`config.mk`:
```
export PLATFORM = sky130hd
export DESIGN_NAME = rsc_reset_combiner
export DESIGN_NICKNAME = d
export VERILOG_FILES = /design/src/rsc_sync.v /design/src/rsc_reset_combiner.v
export VERILOG_INCLUDE_DIRS = /design/src
export SDC_FILE = /design/constraint.sdc
export NUM_CORES = 1
export LEC_CHECK = 0
export BUFFER_PORTS_ARGS = -buffer_cell sky130_fd_sc_hd__clkbuf_2
export CAP_MARGIN = 25
export CORE_MARGIN = 10
export CORE_UTILIZATION = 45
export DETAILED_ROUTE_END_ITERATION = 8
export PLACE_DENSITY = 0.76
export SETUP_SLACK_MARGIN = 0.4
export SLEW_MARGIN = 25
export SYNTH_ARGS = -nofsm -noshare
export SYNTH_HDL_FRONTEND = slang
export SYNTH_SLANG_ARGS = --single-unit
```
`constraint.sdc`:
```
create_clock -name aclk -period 2.6 [get_ports aclk]
set_clock_uncertainty 0.05 [all_clocks]
set_input_delay 0.39 -clock aclk [delete_from_list [all_inputs] [get_ports aclk]]
set_output_delay 0.39 -clock aclk [all_outputs]
set_load 0.02 [all_outputs]
```
`src/rsc_map.vh`:
```
`ifndef RSC_MAP_VH
`define RSC_MAP_VH
`define RSC_ADDR_W           4
`define RSC_OFF_STATUS       4'h0
`define RSC_OFF_EVENT        4'h4
`define RSC_BIT_POR          0
`define RSC_BIT_BOR          1
`define RSC_BIT_IDLE         2
`define RSC_BIT_SLEEP        3
`define RSC_BIT_WATCHDOG_TIMEOUT_FLAG         4
`define RSC_BIT_WDT_EN       5
`define RSC_BIT_SWR          6
`define RSC_BIT_PIN          7
`define RSC_BIT_REG          8
`define RSC_BIT_IOP          14
`define RSC_BIT_TRAP         15
`define RSC_IMPL_MASK        16'hC1FF
`define RSC_POR_VALUE        16'h0001
`define RSC_RESP_OKAY        2'h0
`define RSC_RESP_SLVERR      2'h2
`endif

```
`src/rsc_sync.v`:
```
`timescale 1ns/1ns
// three-stage synchroniser; output changes once stages two and three agree
module rsc_sync (
  aclk,
  aresetn,
  din,
  dout
);
  input  wire aclk;
  input  wire aresetn;
  input  wire din;
  output reg  dout;

  reg s1_reg;
  reg s2_reg;
  reg s3_reg;

  always @(posedge aclk) begin
    if (!aresetn) begin
      // rest at the idle high level so release gives no false edge
      s1_reg <= 1'b1;
      s2_reg <= 1'b1;
      s3_reg <= 1'b1;
      dout   <= 1'b1;
    end else begin
      s1_reg <= din;
      s2_reg <= s1_reg;
      s3_reg <= s2_reg;
      if (s2_reg == s3_reg) begin
        dout <= s3_reg;
      end
    end
  end
endmodule // rsc_sync

```
`src/rsc_reset_combiner.v`:
```
// Notes on behaviour
// RULE1 - master reset active whenever any reset source is active
// RULE2 - every reset kind sets its own cause flag
// RULE3 - power-on clears all flags except bit 0, which it sets
// RULE4 - software may set or clear any implemented bit anytime; a hardware set in the same cycle wins over a software clear
// RULE5 - software-set cause flags never cause a real reset
// RULE6 - software should clear flags after reading them
// RULE7 - bit 15 set by trap conflict reset
// RULE8 - bit 14 set by illegal opcode or uninitialised W reset
// RULE9 - bit 8 one keeps regulator active in sleep
// RULE10 - bit 7 set by master-clear pin reset
// RULE11 - bit 6 set by reset instruction
// RULE12 - bit 5 software watchdog enable
// RULE13 - fuse at one forces watchdog enabled
// RULE14 - bit 4 set on watchdog time-out
// RULE15 - bit 3 set once device has been in sleep
// RULE16 - bit 2 set once device has been in idle
// RULE17 - bit 1 set by brown-out reset
// RULE18 - bit 0 set by power-up reset
// RULE19 - bits 13 to 9 read zero, writes ignored
// RULE20 - non-power-on resets set only their own flag
`timescale 1ns/1ns
`include "rsc_map.vh"
module rsc_reset_combiner (
  aclk,
  aresetn,
  power_on_reset,
  brownout_reset,
  master_clear_pin_n,
  reset_instruction,
  watchdog_timeout,
  trap_conflict,
  illegal_op,
  sleep_entry,
  idle_entry,
  watchdog_fuse_enable,
  system_master_reset,
  watchdog_enable,
  regulator_sleep_active,
  s_axi_awaddr,
  s_axi_awvalid,
  s_axi_awready,
  s_axi_wdata,
  s_axi_wstrb,
  s_axi_wvalid,
  s_axi_wready,
  s_axi_bresp,
  s_axi_bvalid,
  s_axi_bready,
  s_axi_araddr,
  s_axi_arvalid,
  s_axi_arready,
  s_axi_rdata,
  s_axi_rresp,
  s_axi_rvalid,
  s_axi_rready
);
  input  wire                   aclk;
  input  wire                   aresetn;
  input  wire                   power_on_reset;
  input  wire                   brownout_reset;
  input  wire                   master_clear_pin_n;
  input  wire                   reset_instruction;
  input  wire                   watchdog_timeout;
  input  wire                   trap_conflict;
  input  wire                   illegal_op;
  input  wire                   sleep_entry;
  input  wire                   idle_entry;
  input  wire                   watchdog_fuse_enable;
  output wire                   system_master_reset;
  output reg                    watchdog_enable;
  output reg                    regulator_sleep_active;
  input  wire [`RSC_ADDR_W-1:0] s_axi_awaddr;
  input  wire                   s_axi_awvalid;
  output wire                   s_axi_awready;
  input  wire [31:0]            s_axi_wdata;
  input  wire [3:0]             s_axi_wstrb;
  input  wire                   s_axi_wvalid;
  output wire                   s_axi_wready;
  output reg  [1:0]             s_axi_bresp;
  output reg                    s_axi_bvalid;
  input  wire                   s_axi_bready;
  input  wire [`RSC_ADDR_W-1:0] s_axi_araddr;
  input  wire                   s_axi_arvalid;
  output wire                   s_axi_arready;
  output reg  [31:0]            s_axi_rdata;
  output reg  [1:0]             s_axi_rresp;
  output reg                    s_axi_rvalid;
  input  wire                   s_axi_rready;

  // power-on comes from the analogue domain and acts asynchronously on
  // the combined reset; other sources are on-clock except the pin
  wire pin_active;
  wire pin_sync_n;

  rsc_sync u_pin_sync (
    .aclk    (aclk),
    .aresetn (aresetn),
    .din     (master_clear_pin_n),
    .dout    (pin_sync_n)
  );

  reg pin_seen_reg;
  always @(posedge aclk) begin
    if (!aresetn) begin
      pin_seen_reg <= 1'b0;
    end else begin
      pin_seen_reg <= 1'b1;
    end
  end
  // synchroniser rests high in reset, so no pin event follows release
  assign pin_active = pin_seen_reg & ~pin_sync_n;

  wire [6:0] src_vec;
  assign src_vec = {trap_conflict, illegal_op, pin_active, reset_instruction,
                    watchdog_timeout, brownout_reset, power_on_reset};
  assign system_master_reset = |src_vec; // [RULE1] [RULE5]

  // write channel capture
  reg                   aw_full_reg;
  reg [`RSC_ADDR_W-1:0] aw_addr_reg;
  reg                   w_full_reg;
  reg [31:0]            w_data_reg;
  reg [3:0]             w_strb_reg;

  assign s_axi_awready = ~aw_full_reg & ~s_axi_bvalid;
  assign s_axi_wready  = ~w_full_reg & ~s_axi_bvalid;
  assign s_axi_arready = ~s_axi_rvalid;

  wire wr_go;
  assign wr_go = aw_full_reg & w_full_reg;

  wire wr_status;
  assign wr_status = wr_go && (aw_addr_reg[`RSC_ADDR_W-1:2] ==
                               `RSC_OFF_STATUS >> 2);
  wire wr_mapped;
  assign wr_mapped = (aw_addr_reg[`RSC_ADDR_W-1:2] == `RSC_OFF_STATUS >> 2) ||
                     (aw_addr_reg[`RSC_ADDR_W-1:2] == `RSC_OFF_EVENT >> 2);

  reg [15:0] status_reg;
  reg [15:0] status_next;
  reg [15:0] wmask;
  reg [15:0] hw_set;

  always @* begin
    wmask = {{8{w_strb_reg[1]}}, {8{w_strb_reg[0]}}} & `RSC_IMPL_MASK;
    hw_set = 16'h0000;
    hw_set[`RSC_BIT_TRAP]  = trap_conflict;      // [RULE2] [RULE7]
    hw_set[`RSC_BIT_IOP]   = illegal_op;         // [RULE8]
    hw_set[`RSC_BIT_PIN]   = pin_active;         // [RULE10]
    hw_set[`RSC_BIT_SWR]   = reset_instruction;  // [RULE11]
    hw_set[`RSC_BIT_WATCHDOG_TIMEOUT_FLAG]  = watchdog_timeout;   // [RULE14]
    hw_set[`RSC_BIT_SLEEP] = sleep_entry;        // [RULE15]
    hw_set[`RSC_BIT_IDLE]  = idle_entry;         // [RULE16]
    hw_set[`RSC_BIT_BOR]   = brownout_reset;     // [RULE17]
    status_next = status_reg;
    if (wr_status) begin
      status_next = (status_reg & ~wmask) | (w_data_reg[15:0] & wmask); // [RULE4]
    end
    // hardware set wins over a software clear in the same cycle
    status_next = (status_next | hw_set) & `RSC_IMPL_MASK; // [RULE19] [RULE20]
  end

  always @(posedge aclk or posedge power_on_reset) begin
    if (power_on_reset) begin
      status_reg <= `RSC_POR_VALUE; // [RULE3] [RULE18]
    end else if (!aresetn) begin
      status_reg <= status_reg;
    end else begin
      status_reg <= status_next;
    end
  end

  always @(posedge aclk) begin
    if (!aresetn) begin
      watchdog_enable        <= 1'b1;
      regulator_sleep_active <= 1'b0;
    end else begin
      watchdog_enable <= watchdog_fuse_enable | status_reg[`RSC_BIT_WDT_EN]; // [RULE12] [RULE13]
      regulator_sleep_active <= status_reg[`RSC_BIT_REG]; // [RULE9]
    end
  end

  always @(posedge aclk) begin
    if (!aresetn) begin
      aw_full_reg  <= 1'b0;
      aw_addr_reg  <= {`RSC_ADDR_W{1'b0}};
      w_full_reg   <= 1'b0;
      w_data_reg   <= 32'h00000000;
      w_strb_reg   <= 4'h0;
      s_axi_bvalid <= 1'b0;
      s_axi_bresp  <= `RSC_RESP_OKAY;
    end else begin
      if (s_axi_awvalid && s_axi_awready) begin
        aw_full_reg <= 1'b1;
        aw_addr_reg <= s_axi_awaddr;
      end
      if (s_axi_wvalid && s_axi_wready) begin
        w_full_reg <= 1'b1;
        w_data_reg <= s_axi_wdata;
        w_strb_reg <= s_axi_wstrb;
      end
      if (wr_go) begin
        aw_full_reg  <= 1'b0;
        w_full_reg   <= 1'b0;
        s_axi_bvalid <= 1'b1;
        s_axi_bresp  <= wr_mapped ? `RSC_RESP_OKAY : `RSC_RESP_SLVERR;
      end else if (s_axi_bvalid && s_axi_bready) begin
        s_axi_bvalid <= 1'b0;
      end
    end
  end

  // event register reads the live source levels
  always @(posedge aclk) begin
    if (!aresetn) begin
      s_axi_rvalid <= 1'b0;
      s_axi_rdata  <= 32'h00000000;
      s_axi_rresp  <= `RSC_RESP_OKAY;
    end else if (s_axi_arvalid && s_axi_arready) begin
      s_axi_rvalid <= 1'b1;
      s_axi_rresp  <= `RSC_RESP_OKAY;
      if (s_axi_araddr[`RSC_ADDR_W-1:2] == `RSC_OFF_STATUS >> 2) begin
        s_axi_rdata <= {16'h0000, status_reg};
      end else if (s_axi_araddr[`RSC_ADDR_W-1:2] == `RSC_OFF_EVENT >> 2) begin
        s_axi_rdata <= {24'h000000, watchdog_enable, src_vec};
      end else begin
        s_axi_rdata <= 32'h00000000;
        s_axi_rresp <= `RSC_RESP_SLVERR;
      end
    end else if (s_axi_rvalid && s_axi_rready) begin
      s_axi_rvalid <= 1'b0;
    end
  end
endmodule // rsc_reset_combiner

```
==> out/qor.yml, run 1 <==
clkSinkCount: 50
wl_per_cell_um: 14.1
die_w_um: 90.0
antenna_found_initial: 0
drive_gt1_share_pct: 27.2
htree_levels: 2
yosysWarnings: 0
cp.arrival_ns: 1.29
gp_congestion: 0.736
fin_nets: 336
ioPinCount: 105
antenna_cells: 0
fin_tns_setup_ns: 0
drv_cap: 0
clockBufferDepth: 2
insertion_delay_ns: 0.30
ys_seq_area_share_pct: 47.9
synthCells: 224
antenna_left: 0
crit_type: "register to primary output"
grt_pass1_vias: 1638
finalHoldViolCount: 0
avgSynthCellArea_sq_um: 9.85
synth_top_area_share_pct: 35.4
drt_iter0_drc: 128
synth_edf_count: 0
max_freq_mhz: 578
worst_slew_pin_slew_ns: 0.742
relSlewSlack_pct: 50.3
die_height_um: 90.0
cts_resized: 0
async_reset_ff_share_pct: 22.0
start_util_pct: 46.7
worstSetupEndpointType: "primary output"
via_count: 1625
p_per_area_nw_per_um2: 662
cp-start-kind: "register"
synth.cell_area_sq_um: 2210
cts_inserted_buffers: 5
synth-seq-cells: 50
final_common_cell: "clkbuf_2"
cts_tree: "built"
grt.overflow.total: 0
final_cell_mix: "54 x clkbuf_2, 39 x dfxtp_1, 37 x nand2_1, 23 x conb_1, 20 x a21boi_1"
finalSetupViolCount: 0
cts_hold_buf: 0
die_area_sq_um: 8100
post-cts-setup-buffers: 0
synth_largest_area_cell: "dfxtp_1"
yosys_most_used_dff: "dfxtp_1"
totalWireLength_mm: 4.83
grt_usage_pct: 11.6
path_clk_slew_ns: 0.09
syn2layout_area_growth_pct: 16.1
crit_path_max_fanout: 4
drv_slew: 0
synth.area.top_cells: "dfxtp_1 35%, dfrtp_1 11%, buf_4 7.8%"
final_cells: 343
place_hpwl_mm: 3.72
core_sq_um: 4720
hold_path.class: "primary input to async pin"
grt_start_max_net_pins: 48
dp_cells: 335
status: "finished clean"
period_minus_slack_ns: 1.73
ys_types: 36
cts_root_buffer: "clkbuf_8"
finalCritPeriodShare_pct: 66.5
peakVddDrop_mv: 0.378
p_leak_nw: 1.26
viasPerCell: 4.74
post-route-drc-count: 0
cp.required_ns: 2.16
rsz0062_at_grt: "no"
dr.pass1.iters: 4
port_buffers: 54
grt_pass1_wl_mm: 7.89
fillers: 446
num_rows: 25
area by class of cell:
cell class              instances  area (sq um)  area share (%)
clock buffers                   6          82.6            3.23
clock inverters                 2          60.1            2.35
well taps                      67          83.8            3.27
inverters                       2          7.51           0.293
flip-flops and latches         50          1060            41.3
repair buffers                 55           278            10.9
multi-input cells             161           991            38.7
where the power goes:
part           switching (W)  leakage, nW  internal, W
logic               0.000129        0.754    0.0000758
clock network       0.000252       0.0714     0.000410
registers          0.0000239        0.433     0.000805
worst paths after layout:
check                                             startpoint                           end  slack (ns)  cells past startpoint
min in group aclk                         master_clear_pin_n  u_pin_sync.s1_reg$_SDFF_PN1_        0.22                      2
worst max register to register       w_full_reg$_SDFFE_PP0P_                      register        1.04                      3
worst min register to register  u_pin_sync.s1_reg$_SDFF_PN1_  u_pin_sync.s2_reg$_SDFF_PN1_        0.37                      1
worst max-delay path            u_pin_sync.dout$_SDFFE_PN1N_           system_master_reset        0.87                      4
max in group asynchronous                     power_on_reset                     async pin        2.13                      2
worst min-delay path                          power_on_reset     status_reg[6]$_DFFE_PP0P_        0.04                      2
per-layer routing:
metal  up-vias  part of all wire [%]  global-route usage (%)
met3         6                   9.9                    5.57
met4         0                   1.3                    3.98
met1       739                    44                    13.4
li1        815                     -                       -
met5         -                     0                       0
met2        65                    45                    18.3
worst max-delay path, stage by stage (launching register included):
cell      delay [ns]
dfxtp_1         0.34
nor2b_1         0.29
nor3_1          0.08
nand2_1         0.10
clkbuf_2        0.17
metrics by stage:
step	worst slack (ns)	util, %	area (sq um)	hold slack, ns	power (W)
2_1_floorplan	1.28	-	2290	0.192	0.00101
6_report	0.871	54.2	2560	0.0367	0.00170
3_5_place_dp	0.927	51.2	2420	0.346	0.00105
4_1_cts	0.854	54.2	2560	0.0410	0.00171
5_1_grt	0.779	54.2	2560	0.0525	0.00178
3_3_place_gp	0.945	51.2	2420	0.345	0.00105
kinds of logic after synthesis:
kind of cell	synth area share [%]
muxes	6.41
AOI/OAI and AO/OA	13.5
and+or+nand+nor	21.1
other	0.170
DFF	47.9
buffers and inverters	10.9
Yosys cell counts (2+ instances only):
cell type  instances
nand2_1           37
nand3_1            3
nor2_1            13
inv_1              2
clkbuf_1           2
dfrtp_1           10
nand2b_1           5
buf_2              6
nand4b_2           2
a21boi_1          20
buf_6              2
nor2b_1            4
mux2_4             2
dfxtp_1           39
mux2i_1           10
nor3b_2            3
a21oi_1            9
a221o_1            8
buf_4             23
and3_1             8
(Power assumes the default switching activity.)
==> run 2, diff against run 1 <==
Clock period 2.6 ns to 1.8 ns, I/O delays scaled along.
==> run 2 against run 1 <==
Against the previous run: critical path type unchanged; sequential power grew 45%; global-route usage rose by 0.46 points; largest cell class unchanged; die area did not move; sequential cell count unchanged.
==> out/qor.yml, run 2 (synthesis results as in run 1) <==
totalWireLength_mm: 4.93  # +2.2%
start_util_pct: 46.7  # unchanged
cp.arrival_ns: 1.10  # -0.19 ns
die_w_um: 90.0  # unchanged
ioPinCount: 105  # unchanged
antenna_left: 0  # unchanged
final_cell_mix: "53 x clkbuf_2, 37 x nand2_1, 36 x dfxtp_1, 23 x conb_1, 20 x a21boi_1"
drv_cap: 0  # unchanged
final_common_cell: "clkbuf_2"
port_buffers: 54  # unchanged
insertion_delay_ns: 0.30  # about the same
power.share.combinational_pct: 13.6  # +1.5 points
cp.required_ns: 1.48  # -0.68 ns
cts_inserted_buffers: 5  # unchanged
p_int_w: 0.00169  # +31%
num_rows: 25  # unchanged
cts_tree: "built"
grt_pass1_vias: 1682  # +2.7%
viasPerCell: 4.75  # +0.26%
finalCritPeriodShare_pct: 78.7
period_minus_slack_ns: 1.42
place_hpwl_mm: 3.87  # +3.9%
dr.pass1.iters: 4  # unchanged
swShare_pct: 25.9  # +2.0 points
finalHoldViolCount: 0  # unchanged
grt_usage_pct: 12.1  # +0.46 points
final_util_pct: 55.4  # +1.2 points
clkSinkCount: 50  # unchanged
gp_congestion: 0.750  # +1.9%
max_freq_mhz: 706
fillers: 438  # -1.8%
grt_start_max_net_pins: 27  # -44%
wl_per_cell_um: 14.2  # +0.69%
highest_layer: "met4"
multiInputGateArea_sq_um: 1030  # +3.9%
fin_tns_setup_ns: 0  # unchanged
path_clk_slew_ns: 0.09  # about the same
die_height_um: 90.0  # unchanged
htree_levels: 2  # unchanged
finalSetupViolCount: 0  # unchanged
die_area_sq_um: 8100  # unchanged
cts_root_buffer: "clkbuf_8"
clockBufferDepth: 2  # unchanged
syn2layout_area_growth_pct: 18.7
seqPwrFrac_pct: 52.6  # +3.7 points
via_count: 1653  # +1.7%
fin_nets: 341  # +1.5%
post-route-drc-count: 0  # unchanged
antenna_cells: 0  # unchanged
p_per_area_nw_per_um2: 873  # +32%
crit_type: "register to primary output"
antenna_found_initial: 0  # unchanged
grt.overflow.total: 0  # unchanged
status: "finished clean"
p_leak_nw: 1.30  # +2.9%
switching_power_w: 0.000591  # +46%
peakVddDrop_mv: 0.393  # +3.9%
drt_iter0_drc: 104  # -19%
rsz0062_at_grt: "yes"
wl_met3_um: 451  # -5.8%
hold_path.class: "primary input to register"
rrSetupSlack_ns: 0.49  # -0.55 ns
clkPwrFrac_pct: 33.8  # -5.2 points
route.met2.wl_mm: 2.24  # +2.9%
seq_area_sq_um: 1060  # +0.36%
grt_pass1_wl_mm: 8.08  # +2.4%
cp-start-kind: "register"
drv_slew: 0  # unchanged
crit_path_max_fanout: 2  # -2
core_sq_um: 4720  # unchanged
worstSetupEndpointType: "primary output"
drive_gt1_share_pct: 30.6  # +3.4 points
met1_length_mm: 2.18  # +3.4%
==> run 2: cell types whose count changed in the layout (fill, tap and decap cells not counted), moves of 2 or more <==
cell,before,now
dfxtp_2,0,3
buf_4,1,5
clkinv_2,0,2
dfxtp_1,39,36
==> run 2: path summary, 6_finish.rpt <==
path / cells past startpoint / end / start
worst min-delay path: 2 / u_pin_sync.s1_reg$_SDFF_PN1_ / master_clear_pin_n
worst max register to register: 3 / s_axi_rdata[7]$_SDFFE_PN0P_ / s_axi_rvalid$_SDFFE_PN0P_
min in group asynchronous: 3 / status_reg[4]$_DFFE_PP0P_ / power_on_reset
worst min register to register: 1 / u_pin_sync.s2_reg$_SDFF_PN1_ / u_pin_sync.s1_reg$_SDFF_PN1_
max in group asynchronous: 3 / async pin / power_on_reset
worst max-delay path: 4 / system_master_reset / pin_seen_reg$_DFF_P_
==> run 2: per-stage QoR <==
stage,setup slack (ns),instances,hold slack [ns],instance area [sq um],total power [W]
after floorplan,0.482,246,0.0717,2290,0.00146
after global placement,0.427,338,0.245,2440,0.00152
after detailed placement,0.407,338,0.248,2440,0.00152
after CTS,0.331,348,0.0840,2590,0.00230
after global routing,0.307,348,0.0763,2620,0.00239
final,0.384,348,0.0912,2620,0.00228
==> run 2: power by group through the flow <==
stage          combinational, W  sequential [W]  clock (W)
6_report               0.000311         0.00120   0.000773
5_1_grt                0.000344         0.00121   0.000841
4_1_cts                0.000306         0.00120   0.000799
3_5_place_dp           0.000300         0.00122          0
3_3_place_gp           0.000296         0.00122          0
2_1_floorplan          0.000229         0.00123          0
==> run 2: layout make-up <==
type / count / area share, %
sequential: 50 / 40.5
multi-input combinational: 161 / 39.3
timing repair buffer: 60 / 12.5
tap: 67 / 3.20
clock buffer: 5 / 2.63
clock inverter: 3 / 1.53
inverter: 2 / 0.287
==> run 2: per-layer routing <==
metal / up-vias / global-route usage, %
met1: 770 / 13.6
met5: - / 0
met3: 5 / 6.23
li1: 820 / -
met2: 58 / 19.1
met4: 0 / 4.38
==> run 2: what timing repair did <==
| action | CTS | global route |
|---|---|---|
| endpoints found under the setup margin | 2 | 30 |
| endpoints found under the hold margin | 10 | 0 |
| hold buffers | 1 | 0 |
| buffers inserted | 1 | 0 |
| pin swaps | 1 | 1 |
| gates resized for setup | 7 | 6 |
==> run 2: worst max-delay path, stage by stage (launching register included) <==
cell and delay (ns):
dfxtp_1 0.31, nor2b_4 0.12, nor3_2 0.11, nand2_1 0.08, clkbuf_8 0.16
==> run 3, diff against run 2 <==
Settings changed: CORE_UTILIZATION 45 to 41, PLACE_DENSITY 0.76 to 0.73.
Clock period 1.8 ns to 1.3 ns, I/O delays scaled along.
==> run 3 against run 2 <==
Against the previous run: the flow now finishes with violations (negative setup slack); count of clock-buffer cells in the layout increased by 1; cell area rose by 26%; setup slack worse by 0.43 ns; combinational power rose by 120%; power increased by 41%; core utilization increased by 8.4 points; die area increased by 7.5%; non-clock buffer count is 21 higher; largest power group unchanged.
==> out/qor.yml, run 3 (synthesis results as in run 1) <==
status: "finished, violations left"
ioPinCount: 105  # unchanged
wl_per_cell_um: 15.4  # +8.9%
rsz0062_at_grt: "yes"
finalSetupViolCount: 3  # +3
die_area_sq_um: 8710  # +7.5%
holdWs_ns: 0.0361  # -0.0551 ns
grt_pass1_vias: 1816  # +8.0%
die_height_um: 93.4  # +3.7%
dr.pass1.iters: 4  # unchanged
drv_slew: 0  # unchanged
cp.required_ns: 1.05  # -0.43 ns
p_leak_nw: 1.57  # +21%
viasPerCell: 4.75  # about the same
final_util_pct: 63.8  # +8.4 points
clkSinkCount: 50  # unchanged
placed_cell_area_sq_um: 2560  # +4.9%
antenna_found_initial: 0  # unchanged
start_util_pct: 42.6  # -4.1 points
r2r-end: "aw_addr_reg[2]$_SDFFE_PN0P_"
crit_type: "register to primary output"
gp_congestion: 0.746  # -0.56%
syn2layout_area_growth_pct: 49.6
violations: "negative setup slack"
p_per_area_nw_per_um2: 979  # +12%
antenna_left: 0  # unchanged
insertion_delay_ns: 0.30  # about the same
post-route-drc-count: 0  # unchanged
clockBufferDepth: 2  # unchanged
cts_inserted_buffers: 5  # unchanged
num_rows: 26  # +4.0%
grt_start_max_net_pins: 26  # -3.7%
finalInstanceArea_sq_um: 3300  # +26%
period_minus_slack_ns: 1.35
worst_slack_ns: -0.0452  # -0.429 ns
cp.arrival_ns: 1.10  # about the same
final_cell_mix: "33 x clkbuf_2, 29 x nand2_2, 23 x conb_1, 22 x buf_8, 18 x dfxtp_1"
rrSetupSlack_ns: -0.01  # -0.50 ns
core_sq_um: 5170  # +9.5%
hold_path.class: "primary input to register"
fin_nets: 363  # +6.5%
cts_root_buffer: "clkbuf_8"
drv_cap: 0  # unchanged
via_count: 1771  # +7.1%
drt_iter0_drc: 46  # -56%
htree_levels: 2  # unchanged
grt_usage_pct: 12.5  # +0.44 points
antenna_cells: 0  # unchanged
path_clk_slew_ns: 0.09  # about the same
crit-reg2reg-launch: "s_axi_bvalid$_SDFFE_PN0P_"
grt.overflow.total: 0  # unchanged
crit_path_max_fanout: 4  # +2
finalHoldViolCount: 0  # unchanged
finalCritPeriodShare_pct: 103
fin_tns_setup_ns: -0.0600  # -0.0600 ns
die_w_um: 93.4  # +3.7%
peakVddDrop_mv: 0.636  # +62%
cp-start-kind: "register"
final_common_cell: "clkbuf_2"
cts_tree: "built"
worstSetupEndpointType: "primary output"
rr_worst_depth: 5  # +2
crit_end: "system_master_reset"
grt_pass1_wl_mm: 9.05  # +12%
critPathLaunch: "u_pin_sync.dout$_SDFFE_PN1N_"
place_hpwl_mm: 3.78  # -2.4%
drive_gt1_share_pct: 58.7  # +28 points
port_buffers: 54  # unchanged
max_freq_mhz: 743
totalWireLength_mm: 5.76  # +17%
==> run 3: layout make-up <==
cell class	count	area (sq um)
clock buffers	6	72.6
clock inverters	2	13.8
fillers	410	1870
inverters	2	13.8
multi-input cells	162	1250
flip-flops and latches	50	1090
well taps	70	87.6
repair buffers	81	768
==> run 3: metal layers <==
metal / wire length, um / global-route usage [%]
met1: 2410 / 14.1
met2: 2900 / 22.2
met3: 413 / 4.24
met4: 34 / 2.70
met5: 0 / 0
==> run 3: report_power, final <==
group	internal [W]	total [W]	switching, W	leakage [nW]
registers	0.00161	0.00167	0.0000615	0.442
logic	0.000336	0.000684	0.000348	1.08
clock network	0.000380	0.000874	0.000493	0.0452
total	0.00233	0.00323	0.000903	1.57
==> run 3: how the worst min path moves through the flow <==
stage / startpoint / to / slack [ns] / depth (start not counted)
6_report: watchdog_fuse_enable / watchdog_enable$_SDFF_PN1_ / 0.04 / 3
5_1_grt: watchdog_fuse_enable / watchdog_enable$_SDFF_PN1_ / 0.02 / 3
4_1_cts: watchdog_fuse_enable / watchdog_enable$_SDFF_PN1_ / 0.02 / 3
3_5_place_dp: power_on_reset / status_reg[6]$_DFFE_PP0P_ / 0.19 / 2
3_3_place_gp: power_on_reset / async pin / 0.16 / 2
2_1_floorplan: power_on_reset / async pin / -0.003 / 1
==> run 3: stage by stage <==
step | total power [W] | setup slack (ns) | instances
floorplan | 0.00205 | 0.0568 | 246
global placement | 0.00214 | 0.00847 | 347
detailed placement | 0.00214 | -0.0162 | 347
CTS | 0.00320 | -0.0322 | 365
global route | 0.00339 | -0.112 | 373
finish | 0.00323 | -0.0452 | 373
==> run 3: worst max-delay path, stage by stage, from the launching register on <==
cell and delay [ns]:
dfxtp_4 0.37, nor2b_4 0.15, nor3_2 0.05, nand2_1 0.08, clkbuf_8 0.15
==> run 3: what timing repair did <==
item,CTS,global route
gates resized for setup,112,50
setup buffers,6,8
hold buffers,1,0
cloned,3,0
endpoints found under the hold margin,10,0
setup endpoints to repair,61,75
pin swaps,25,27
